--- config.mk ---
export PLATFORM = sky130hd
export DESIGN_NAME = adcc_top
export DESIGN_NICKNAME = d
export VERILOG_FILES = /design/src/design/adcc_pkg.sv /design/src/design/adcc_mux.sv /design/src/design/adcc_top.sv
export VERILOG_INCLUDE_DIRS = /design/src /design/src/design
export SDC_FILE = /design/constraint.sdc
export NUM_CORES = 1
export LEC_CHECK = 0
export BUFFER_PORTS_ARGS = -buffer_cell sky130_fd_sc_hd__buf_2
export CORE_UTILIZATION = 55
export DETAILED_ROUTE_END_ITERATION = 8
export PLACE_DENSITY = 0.8
export RECOVER_POWER = 100
export SYNTH_ARGS = -nofsm -noshare
export SYNTH_HDL_FRONTEND = slang
export SYNTH_HIERARCHICAL = 1
export SYNTH_SLANG_ARGS = --single-unit
export TNS_END_PERCENT = 50
--- constraint.sdc ---
create_clock -name SYS_CLK -period 4.7 [get_ports SYS_CLK]
set_input_delay 0.705 -clock SYS_CLK [delete_from_list [all_inputs] [get_ports SYS_CLK]]
set_output_delay 0.705 -clock SYS_CLK [all_outputs]
set_load 0.01 [all_outputs]
--- src/design/adcc_consts.svh ---
// Constants for the converter control block: offsets, fields, resets and timing.
// How it works
// - Two-channel mode uses auto channel select registers.
// - Blanking register holds mode, auto start, blanking time.
// - Programmable delay between first and second channel.
// - Converter pin drops I/O function and pull-high.
// - Manual start needs mode 00 and high-then-low.
// - Busy sets on start sequence or blanking fall.
// - Busy clears when conversion completes.
// - Enable bit 0 powers converter off.
// - Disabled converter leaves result registers unchanged.
// - Format bit writable only in mode 00.
// - Format 0 left-justified, format 1 right-justified.
// - Nonzero mode forces format bit to 1.
// - Codes 0-7 select inputs, 8-15 float.
// - Unused result bits read as zero.
// - Internal source disconnects external channel input.
`ifndef ADCC_CONSTS_SVH
`define ADCC_CONSTS_SVH
`define ADCC_OFS_CTRL0 8'h00
`define ADCC_OFS_CTRL1 8'h04
`define ADCC_OFS_BLANK 8'h08
`define ADCC_OFS_ACH1 8'h0c
`define ADCC_OFS_ACH2 8'h10
`define ADCC_OFS_ADLY 8'h14
`define ADCC_OFS_RHIGH 8'h18
`define ADCC_OFS_RLOW 8'h1c
`define ADCC_OFS_BUF1 8'h20
`define ADCC_OFS_BUF2 8'h24
`define ADCC_OFS_IRQ_STAT 8'h28
`define ADCC_OFS_IRQ_EN 8'h2c
`define ADCC_OFS_IRQ_CLR 8'h30
`define ADCC_CTRL0_RESET 8'h00
`define ADCC_BIT_START 7
`define ADCC_BIT_BUSY 6
`define ADCC_BIT_ENABLE 5
`define ADCC_BIT_FORMAT 4
`define ADCC_BIT_AUTO_GO 7
`define ADCC_BIT_TWO_CH 5
`define ADCC_CONV_CYCLES 16
`define ADCC_DLY_UNIT 16
`define ADCC_IRQ_W 3
`define ADCC_IRQ_DONE 0
`define ADCC_IRQ_AUTO 1
`define ADCC_IRQ_IGNORED 2
`endif

--- src/design/adcc_pkg.sv ---
// Types shared by the converter control block.
package adcc_pkg;
  typedef enum logic [1:0] {
    ST_IDLE,
    ST_CONV,
    ST_DELAY
  } adcc_state_e;
  typedef struct packed {
    logic [2:0] int_sel;
    logic [3:0] ext_sel;
    logic ext_connect;
    logic [7:0] pin_adc;
  } adcc_mux_s;
  typedef struct packed {
    logic [7:0] ctrl0;
    logic [7:0] ctrl1;
    logic [7:0] blank;
    logic [7:0] ach1;
    logic [7:0] ach2;
    logic [7:0] adly;
    logic [7:0] rhigh;
    logic [7:0] rlow;
    logic [15:0] buf1;
    logic [15:0] buf2;
    logic [2:0] irq_stat;
    logic [2:0] irq_en;
    logic start_d;
    logic blank_d;
    adcc_state_e state;
    logic second;
    logic [7:0] cnt;
    logic [2:0] runs;
    logic ack;
    logic [31:0] rdata;
  } adcc_state_s;
endpackage

--- src/design/adcc_mux.sv ---
// Input selection for the shared converter core.
`timescale 1ns/1ps
`default_nettype none
module adcc_mux
  import adcc_pkg::*;
(
  input wire logic two_ch,
  input wire logic second,
  input wire logic [7:0] ctrl0,
  input wire logic [7:0] ctrl1,
  input wire logic [7:0] ach1,
  input wire logic [7:0] ach2,
  input wire logic [7:0] pin_adc_cfg,
  output adcc_mux_s mux
);
  logic [3:0] ext;
  logic [2:0] ins;
  logic ext_src;
  always_comb begin
    if (two_ch) begin
      // The source bit picks external or internal source per channel.
      ext = second ? ach2[3:0] : ach1[3:0];
      ins = (second ? ach2[4] : ach1[4]) ? 3'h1 : 3'h0;
    end else begin
      ext = ctrl0[3:0];
      ins = ctrl1[7:5];
    end
  end
  // Codes 1 to 4 are internal or ground; the external path stays off then.
  assign ext_src = (ins == 3'h0) || (ins > 3'h4);
  assign mux.int_sel = ins;
  assign mux.ext_sel = ext;
  assign mux.ext_connect = ext_src && !ext[3];
  // A pin claimed by the converter loses its port function and pull-high.
  assign mux.pin_adc = pin_adc_cfg;
endmodule
`default_nettype wire

--- src/design/adcc_top.sv ---
// Converter control registers, sequencer and Wishbone slave.
//
// The implementer's own choices: the Wishbone interface to the registers and the register addresses.
`timescale 1ns/1ps
`default_nettype none
`include "adcc_consts.svh"
module adcc_top
  import adcc_pkg::*;
(
  input wire logic SYS_CLK,
  input wire logic RST,
  input wire logic WB_CYC_I,
  input wire logic WB_STB_I,
  input wire logic WB_WE_I,
  input wire logic [7:0] WB_ADR_I,
  input wire logic [3:0] WB_SEL_I,
  input wire logic [31:0] WB_DAT_I,
  output logic [31:0] WB_DAT_O,
  output logic WB_ACK_O,
  input wire logic BLANK_IN,
  input wire logic [11:0] CORE_RESULT,
  input wire logic [7:0] PIN_ADC_CFG,
  output logic CORE_POWER_EN,
  output logic CORE_START,
  output logic [2:0] INT_SIGNAL_SEL,
  output logic [3:0] EXT_CHANNEL_SEL,
  output logic EXT_CONNECT,
  output logic [7:0] PIN_IO_DISCONNECT,
  output logic [7:0] PIN_PULLHIGH_OFF,
  output logic IRQ
);
  adcc_state_s s_r;
  adcc_state_s s_nxt;
  adcc_mux_s mux;
  logic req;
  logic wr;
  logic [11:0] res;
  logic two_ch;
  logic [7:0] dly_cycles;
  logic [2:0] n_runs;
  logic [2:0] ev;
  logic man_start;
  logic auto_start;
  assign req = WB_CYC_I && WB_STB_I && !s_r.ack;
  assign wr = req && WB_WE_I && WB_SEL_I[0];
  assign two_ch = s_r.ach1[`ADCC_BIT_TWO_CH];
  assign res = CORE_RESULT;
  assign dly_cycles = 8'(s_r.adly[3:0]) * 8'(`ADCC_DLY_UNIT);
  always_comb begin
    case (s_r.blank[6:5])
      2'h1: n_runs = 3'h1;
      2'h2: n_runs = 3'h2;
      2'h3: n_runs = 3'h4;
      default: n_runs = 3'h0;
    endcase
  end
  // Start edge is seen on the registered bit, so one write high then low fires once.
  assign man_start = s_r.start_d && !s_r.ctrl0[`ADCC_BIT_START]
    && (s_r.blank[6:5] == 2'h0) && s_r.ctrl0[`ADCC_BIT_ENABLE];
  assign auto_start = s_r.blank_d && !BLANK_IN && s_r.blank[`ADCC_BIT_AUTO_GO]
    && (s_r.blank[6:5] != 2'h0) && s_r.ctrl0[`ADCC_BIT_ENABLE];
  adcc_mux u_mux (
    .two_ch(two_ch),
    .second(s_r.second),
    .ctrl0(s_r.ctrl0),
    .ctrl1(s_r.ctrl1),
    .ach1(s_r.ach1),
    .ach2(s_r.ach2),
    .pin_adc_cfg(PIN_ADC_CFG),
    .mux(mux)
  );
  always_comb begin
    s_nxt = s_r;
    ev = 3'h0;
    s_nxt.ack = req;
    s_nxt.start_d = s_r.ctrl0[`ADCC_BIT_START];
    s_nxt.blank_d = BLANK_IN;
    if (wr) begin
      case (WB_ADR_I)
        `ADCC_OFS_CTRL0: begin
          // Busy is read-only; format only changes in manual mode.
          s_nxt.ctrl0[7] = WB_DAT_I[7];
          s_nxt.ctrl0[5] = WB_DAT_I[5];
          s_nxt.ctrl0[3:0] = WB_DAT_I[3:0];
          if (s_r.blank[6:5] == 2'h0) begin
            s_nxt.ctrl0[`ADCC_BIT_FORMAT] = WB_DAT_I[4];
          end
        end
        `ADCC_OFS_CTRL1: s_nxt.ctrl1 = WB_DAT_I[7:0];
        `ADCC_OFS_BLANK: s_nxt.blank = WB_DAT_I[7:0];
        `ADCC_OFS_ACH1: s_nxt.ach1 = {2'h0, WB_DAT_I[5:0]};
        `ADCC_OFS_ACH2: s_nxt.ach2 = {3'h0, WB_DAT_I[4:0]};
        `ADCC_OFS_ADLY: s_nxt.adly = {4'h0, WB_DAT_I[3:0]};
        `ADCC_OFS_IRQ_EN: s_nxt.irq_en = WB_DAT_I[2:0];
        `ADCC_OFS_IRQ_CLR: s_nxt.irq_stat = s_r.irq_stat & ~WB_DAT_I[2:0];
        default: ;
      endcase
    end
    if (s_nxt.blank[6:5] != 2'h0) begin
      s_nxt.ctrl0[`ADCC_BIT_FORMAT] = 1'b1;
    end
    if (s_r.start_d && !s_r.ctrl0[`ADCC_BIT_START] && !man_start) begin
      ev[`ADCC_IRQ_IGNORED] = 1'b1;
    end
    case (s_r.state)
      ST_IDLE: begin
        s_nxt.second = 1'b0;
        if (man_start || auto_start) begin
          s_nxt.state = ST_CONV;
          s_nxt.cnt = 8'(`ADCC_CONV_CYCLES);
          s_nxt.ctrl0[`ADCC_BIT_BUSY] = 1'b1;
        end
      end
      ST_CONV: begin
        if (!s_r.ctrl0[`ADCC_BIT_ENABLE]) begin
          // Abort leaves the old results in place.
          s_nxt.state = ST_IDLE;
          s_nxt.ctrl0[`ADCC_BIT_BUSY] = 1'b0;
        end else if (s_r.cnt > 8'h1) begin
          s_nxt.cnt = s_r.cnt - 8'h1;
        end else begin
          if (s_r.ctrl0[`ADCC_BIT_FORMAT]) begin
            s_nxt.rhigh = {4'h0, res[11:8]};
            s_nxt.rlow = res[7:0];
          end else begin
            s_nxt.rhigh = res[11:4];
            s_nxt.rlow = {res[3:0], 4'h0};
          end
          ev[`ADCC_IRQ_DONE] = 1'b1;
          if (s_r.blank[6:5] != 2'h0) begin
            if (s_r.second) begin
              s_nxt.buf2 = {4'h0, res};
            end else begin
              s_nxt.buf1 = {4'h0, res};
            end
          end
          if (s_r.blank[6:5] != 2'h0 && two_ch && !s_r.second) begin
            s_nxt.state = ST_DELAY;
            s_nxt.second = 1'b1;
            s_nxt.cnt = dly_cycles;
          end else begin
            s_nxt.state = ST_IDLE;
            s_nxt.ctrl0[`ADCC_BIT_BUSY] = 1'b0;
            if (s_r.blank[6:5] != 2'h0) begin
              if (s_r.runs + 3'h1 >= n_runs) begin
                s_nxt.runs = 3'h0;
                s_nxt.blank[`ADCC_BIT_AUTO_GO] = 1'b0;
                ev[`ADCC_IRQ_AUTO] = 1'b1;
              end else begin
                s_nxt.runs = s_r.runs + 3'h1;
              end
            end
          end
        end
      end
      ST_DELAY: begin
        if (s_r.cnt != 8'h0) begin
          s_nxt.cnt = s_r.cnt - 8'h1;
        end else begin
          s_nxt.state = ST_CONV;
          s_nxt.cnt = 8'(`ADCC_CONV_CYCLES);
        end
      end
      default: s_nxt.state = ST_IDLE;
    endcase
    // A new event wins over a clear written in the same cycle.
    s_nxt.irq_stat = s_nxt.irq_stat | ev;
    case (WB_ADR_I)
      `ADCC_OFS_CTRL0: s_nxt.rdata = {24'h0, s_r.ctrl0};
      `ADCC_OFS_CTRL1: s_nxt.rdata = {24'h0, s_r.ctrl1};
      `ADCC_OFS_BLANK: s_nxt.rdata = {24'h0, s_r.blank};
      `ADCC_OFS_ACH1: s_nxt.rdata = {24'h0, s_r.ach1};
      `ADCC_OFS_ACH2: s_nxt.rdata = {24'h0, s_r.ach2};
      `ADCC_OFS_ADLY: s_nxt.rdata = {24'h0, s_r.adly};
      `ADCC_OFS_RHIGH: s_nxt.rdata = {24'h0, s_r.rhigh};
      `ADCC_OFS_RLOW: s_nxt.rdata = {24'h0, s_r.rlow};
      `ADCC_OFS_BUF1: s_nxt.rdata = {16'h0, s_r.buf1};
      `ADCC_OFS_BUF2: s_nxt.rdata = {16'h0, s_r.buf2};
      `ADCC_OFS_IRQ_STAT: s_nxt.rdata = {29'h0, s_r.irq_stat};
      `ADCC_OFS_IRQ_EN: s_nxt.rdata = {29'h0, s_r.irq_en};
      default: s_nxt.rdata = 32'h0;
    endcase
  end
  always_ff @(posedge SYS_CLK or posedge RST) begin
    if (RST) begin
      s_r <= '0;
    end else begin
      s_r <= s_nxt;
    end
  end
  assign WB_ACK_O = s_r.ack;
  assign WB_DAT_O = s_r.rdata;
  assign CORE_POWER_EN = s_r.ctrl0[`ADCC_BIT_ENABLE];
  assign CORE_START = (s_r.state == ST_CONV) && (s_r.cnt == 8'(`ADCC_CONV_CYCLES));
  assign INT_SIGNAL_SEL = mux.int_sel;
  assign EXT_CHANNEL_SEL = mux.ext_sel;
  assign EXT_CONNECT = mux.ext_connect;
  assign PIN_IO_DISCONNECT = mux.pin_adc;
  assign PIN_PULLHIGH_OFF = mux.pin_adc;
  assign IRQ = |(s_r.irq_stat & s_r.irq_en);

  property p_busy_on_start;
    @(posedge SYS_CLK) disable iff (RST)
    man_start && s_r.state == ST_IDLE |=> s_r.ctrl0[`ADCC_BIT_BUSY];
  endproperty
  a_busy_on_start: assert property (p_busy_on_start) else $error("busy not set");
  property p_busy_clear;
    @(posedge SYS_CLK) disable iff (RST)
    s_r.state == ST_CONV && s_r.cnt == 8'h1 && CORE_POWER_EN && !two_ch
      |=> !s_r.ctrl0[`ADCC_BIT_BUSY];
  endproperty
  a_busy_clear: assert property (p_busy_clear) else $error("busy not cleared");
  property p_no_start_auto;
    @(posedge SYS_CLK) disable iff (RST)
    s_r.blank[6:5] != 2'h0 && s_r.state == ST_IDLE && !auto_start |=> s_r.state == ST_IDLE;
  endproperty
  a_no_start_auto: assert property (p_no_start_auto) else $error("bad start");
  property p_format_forced;
    @(posedge SYS_CLK) disable iff (RST)
    s_r.blank[6:5] != 2'h0 |-> s_r.ctrl0[`ADCC_BIT_FORMAT];
  endproperty
  a_format_forced: assert property (p_format_forced) else $error("format not forced");
  property p_res_hold;
    @(posedge SYS_CLK) disable iff (RST)
    !CORE_POWER_EN |=> $stable(s_r.rhigh) && $stable(s_r.rlow);
  endproperty
  a_res_hold: assert property (p_res_hold) else $error("result changed");
  property p_zero_bits;
    @(posedge SYS_CLK) disable iff (RST)
    $past(s_r.ctrl0[`ADCC_BIT_FORMAT]) && $changed(s_r.rhigh) |-> s_r.rhigh[7:4] == 4'h0;
  endproperty
  a_zero_bits: assert property (p_zero_bits) else $error("unused bits set");
  property p_ext_off;
    @(posedge SYS_CLK) disable iff (RST)
    INT_SIGNAL_SEL inside {3'h1, 3'h2, 3'h3, 3'h4} |-> !EXT_CONNECT;
  endproperty
  a_ext_off: assert property (p_ext_off) else $error("external left on");
  property p_float;
    @(posedge SYS_CLK) disable iff (RST)
    EXT_CHANNEL_SEL[3] |-> !EXT_CONNECT;
  endproperty
  a_float: assert property (p_float) else $error("floating code connected");
endmodule
`default_nettype wire

## Word level (Yosys, flattened, before mapping)

Cells that the tools add are included.

- Register bits: 134
- Bits of input ports: 70
- Output and inout port bits: 60
- Logic and storage cells: 169

- Add/sub/neg operators: 2
- $lt $le $gt $ge: 3
- Eq/ne operators: 26
- Muxes and demuxes: 55
- Bitwise logic cells: 7
- Reduce and logical (&&, ||, !) cells: 53

Operator list:

| kind | count |
|---|---|
| $pmux W12 S12 | 1 |
| $mux W45 | 1 |
| $eq A8 B5 Y1 const B | 5 |
| $eq A8 B6 Y1 const B | 5 |
| $mux W8 | 5 |
| $mux W3 | 8 |
| $pmux W8 S3 | 1 |
| $mux W1 | 18 |
| $eq A8 B4 Y1 const B | 2 |
| $logic_and A1 B1 Y1 | 16 |
| $mux W16 | 1 |
| $reduce_and A5 Y1 | 3 |
| $mux W2 | 7 |
| $reduce_and A2 Y1 | 7 |
| $mux W12 | 1 |
| $mux W4 | 3 |
| $mux W6 | 2 |
| $reduce_and A4 Y1 | 3 |
| $reduce_bool A2 Y1 | 6 |
| $mux W5 | 2 |
| $ne A2 B2 Y1 const B | 5 |
| $mux W9 | 1 |
| $ne A3 B3 Y1 const B | 3 |
| $pmux W3 S3 | 1 |
| other kinds (23) | 39 |

## Depth between registers and ports, before layout

- Depth after elaboration: 11
- Mapped depth: 8

## Hierarchy

Netlist, hierarchy kept.

By module, submodules not included:

| module | times used | cells an instance | area an instance (µm²) | seq. area each (µm²) |
|---|---|---|---|---|
| adcc_top | 1 | 532 | 5911.9 | 2852.7 |
| adcc_mux | 1 | 31 | 207.7 | 0.0 |

## Worst setup path after synthesis

Ideal clock, no wire load.

- Path type: input to register
- Start point: in WB_ADR_I[7]
- End point: reg s_r[147] (netlist name)
- Setup time: 0.131 ns
- Arrival time: 2.507 ns
- Data required time: 4.569 ns
- Setup slack: 2.062 ns
- Stages: 5
- Path buffers: 1
- Path through: or4_1 > buf_6 > nor3_2 > mux2_2 > or3_1

RTL lines:

| element | RTL line | RTL |
|---|---|---|
| start, declared | adcc_top.sv:15 | `input wire logic [7:0] WB_ADR_I,` |
| end signal, assigned | adcc_top.sv:188 | `s_r <= s_nxt;` |
| end, declared | adcc_top.sv:32 | `adcc_state_s s_r;` |

==> results.yml <==
outcome:
  outcome: "complete, but fails checks"
  violations: "capacitance limit, slew limit"
clocking:
  clkSinkCount: 114
  ctsResizeCount: 0
  cts_buffer_depth: 2
  clk_latency_ps: 530
  post-cts-setup-buffers: 0
  htree_levels: 4
  numCtsBuffers: 17
  cts_root_buf: "clkbuf_8"
  postCtsHoldBufs: 0
  clk_pin_slew_worst_paths_ps: 60
  tritoncts: "built"
yosys:
  synth_top_family_by_area: "multiplexers"
  synth_flop_cell: "dfrtp_1"
  synth_cell_types: 67
  synth_top_cell_area_share_pct: 46.6
  yosys-top-cells-area: "dfrtp_1, mux2_2, buf_4, mux2i_1, nand2_1"
  synthMuxAreaShare_pct: 17.7
  yosysSeqAreaShare_pct: 46.6
  post-synth-top-count-cell: "dfrtp_1"
  synth-xor-area-share_pct: 0.286
  synthArstFlopShare_pct: 100
  yosys_register_bits: 114
  yosysWarnings: 6
  postSynthCellCount: 563
  yosys.area_share.simple_pct: 13.0
  syn_area_sq_um: 6120
  synth_edf_count: 0
  synthAdderAreaFrac_pct: 2.45
  synth_compound_area_share_pct: 11.6
  synth_common_cells: "dfrtp_1, mux2_2, buf_4"
  avgSynthCellArea_sq_um: 10.9
  synth_largest_area_cell: "dfrtp_1"
grt:
  grt_use_met3_pct: 7.38
  grt_pass1_vias: 4594
  grt_overflow: 0
  globalRouteMet2Util_pct: 46.6
  grt_usage_pct: 28.2
  use_met1_pct: 34.8
  busiest_layer: "met2"
  grt_max_degree: 82
  grt_pass1_wl_microns: 24200
  antenna_found_initial: 0
placement:
  dpl.hpwl_microns: 10400
  place_area_sq_um: 6250
  pre_cts_ws_ps: 1490
  gp_congestion: 0.890
  port_buffers: 58
setup_path:
  end_kind: "flip-flop"
  reg2reg_slack_ps: 1710
  required_ps: 5100
  crit_fanout: 26
  rr_startpoint: "s_r[41]$_DFFE_PP0P_"
  crit_path_start_kind: "input pin"
  r2r_cells: 6
  worstSetupPathType: "input pin to flip-flop"
  rr_endpoint: "s_r[77]$_DFFE_PP0P_"
  cp.arrival_ps: 3920
min_path:
  min_from: "BLANK_IN"
  whs_path_depth: 1
  hold_path_class: "input pin to flip-flop"
  min_to: "s_r[47]$_DFF_PP0_"
sta:
  relSlewSlack_pct: -104
  fmax_mhz: 284
  finClkSkew_ps: 13.9
  tightest_slew_ps: 3050
  period_share_pct: 74.9
  finalSetupViolations: 0
  rsz0062_at_grt: "no"
  timing.final.hold_violations: 0
  setup_tns_ps: 0
  period_needed_ps: 3520
  drv_slew: 82
  fin_ws_ps: 1180
floorplanning:
  die_area_sq_um: 11600
  start_util_pct: 56.5
  core_area_sq_um: 10800
  fp-row-count: 38
  fp.dieH_microns: 107
  ioPinCount: 130
  die_x_microns: 107
final_layout:
  stdcell_area_sq_um: 6820
  fillers: 838
  nets: 679
  drive_gt1_share_pct: 23.1
  area_growth_pct: 11.4
  antenna_cells: 0
  post-route-util_pct: 62.9
route:
  wl_microns: 15200
  num_vias: 4641
  post_drt_wl_per_cell_microns: 20.3
  drt_first_pass_iters: 5
  postRouteAntennaNets: 0
  viasPerCell: 6.19
  drc: 0
  drtIter0Drc: 381
pwr:
  irDropWorstVdd_mv: 0.257
  p_leak_nw: 3.12
  power_mw: 2.85
  comb_power_share_pct: 12.6
  intPower_mw: 2.14
  clockPowerShare_pct: 49.5
  switchingPower_mw: 0.705
  p_sw_share_pct: 24.8
  seqPwrFrac_pct: 37.8
  power_density_nw_per_um2: 417
flow_run:
  cap_violations: 1
==> logic make-up (layout without fill, tap and decap cells) <==
group,after synthesis,after routing
adder cells (fa/ha/maj),12,12
flip-flops,114,114
other,1,20
AO/OA/AOI/OAI,103,103
XOR/XNOR,2,2
AND/OR/NAND/NOR,154,154
buffers and inverters,81,109
multiplexers,96,96
==> flip-flops by register name (all words and copies together), names as in the netlist <==
| signal | flops |
|---|---|
| CORE_POWER_EN | 1 |
| WB_ACK_O | 1 |
| WB_DAT_O | 12 |
| s_nxt | 1 |
| s_r | 99 |
==> worst max path at each step <==
| stage | end | start | cells after the start |
|---|---|---|---|
| final | s_r[147]$_DFFE_PP0P_ | WB_ADR_I[2] | 6 |
| after detailed placement | s_r[147]$_DFFE_PP0P_ | WB_ADR_I[3] | 6 |
| after floorplan | CORE_POWER_EN$_DFFE_PP0P_ | RST | 1 |
| after CTS | s_r[63]$_DFFE_PP0P_ | s_r[38]$_DFFE_PP0P_ | 5 |
| after global placement | s_r[147]$_DFFE_PP0P_ | WB_ADR_I[2] | 6 |
| after global routing | s_r[147]$_DFFE_PP0P_ | WB_ADR_I[2] | 6 |
==> worst max-delay path: stages <==
cell      delay [ps]
clkbuf_1         570
nor2b_1          590
nand2_1          180
nor3_1          1090
mux2_1           410
or3_1            360
==> layout by cell type, fill, tap and decap left out, drive strengths merged, types with 13 or more instances in the layout <==
master	synthesis	layout
mux2i	26	26
clkbuf	8	53
a22oi	13	13
o21ai	20	20
a21oi	18	18
dfrtp	114	114
conb	1	20
nand2	44	44
inv	13	13
buf	60	34
nor2	35	35
mux2	67	67
==> power by group through the flow <==
stage / registers (mW) / logic (mW) / clock network, mW
4_1_cts: 1.08 / 0.363 / 1.42
2_1_floorplan: 1.06 / 0.309 / 0
3_3_place_gp: 1.09 / 0.345 / 0
3_5_place_dp: 1.09 / 0.359 / 0
5_1_grt: 1.08 / 0.405 / 1.46
6_report: 1.08 / 0.360 / 1.41
==> through the flow <==
stage / std cells / hold WS, ps
6_report: 750 / 338
5_1_grt: 750 / 327
4_1_cts: 750 / 306
3_5_place_dp: 718 / 420
3_3_place_gp: 718 / 409
2_1_floorplan: 582 / 383
==> per-layer routing <==
metal,routed length (microns),share of wire (%),vias to the layer above
met1,6150,40,2323
met3,1070,7.0,43
li1,-,-,2046
met4,472,3.1,0
met2,7510,49,229
met5,0,0,-
==> cell type report <==
| type | count | area, sq um | share of cell area (%) |
|---|---|---|---|
| Timing Repair Buffer | 64 | 290 | 4.26 |
| Clock buffer | 23 | 477 | 6.99 |
| Tap cell | 140 | 175 | 2.57 |
| Clock inverter | 9 | 175 | 2.57 |
| Inverter | 13 | 48.8 | 0.715 |
| Sequential cell | 114 | 2850 | 41.8 |
| Multi-Input combinational cell | 387 | 2800 | 41.1 |
Note: power is estimated with default switching activity, not from simulation.
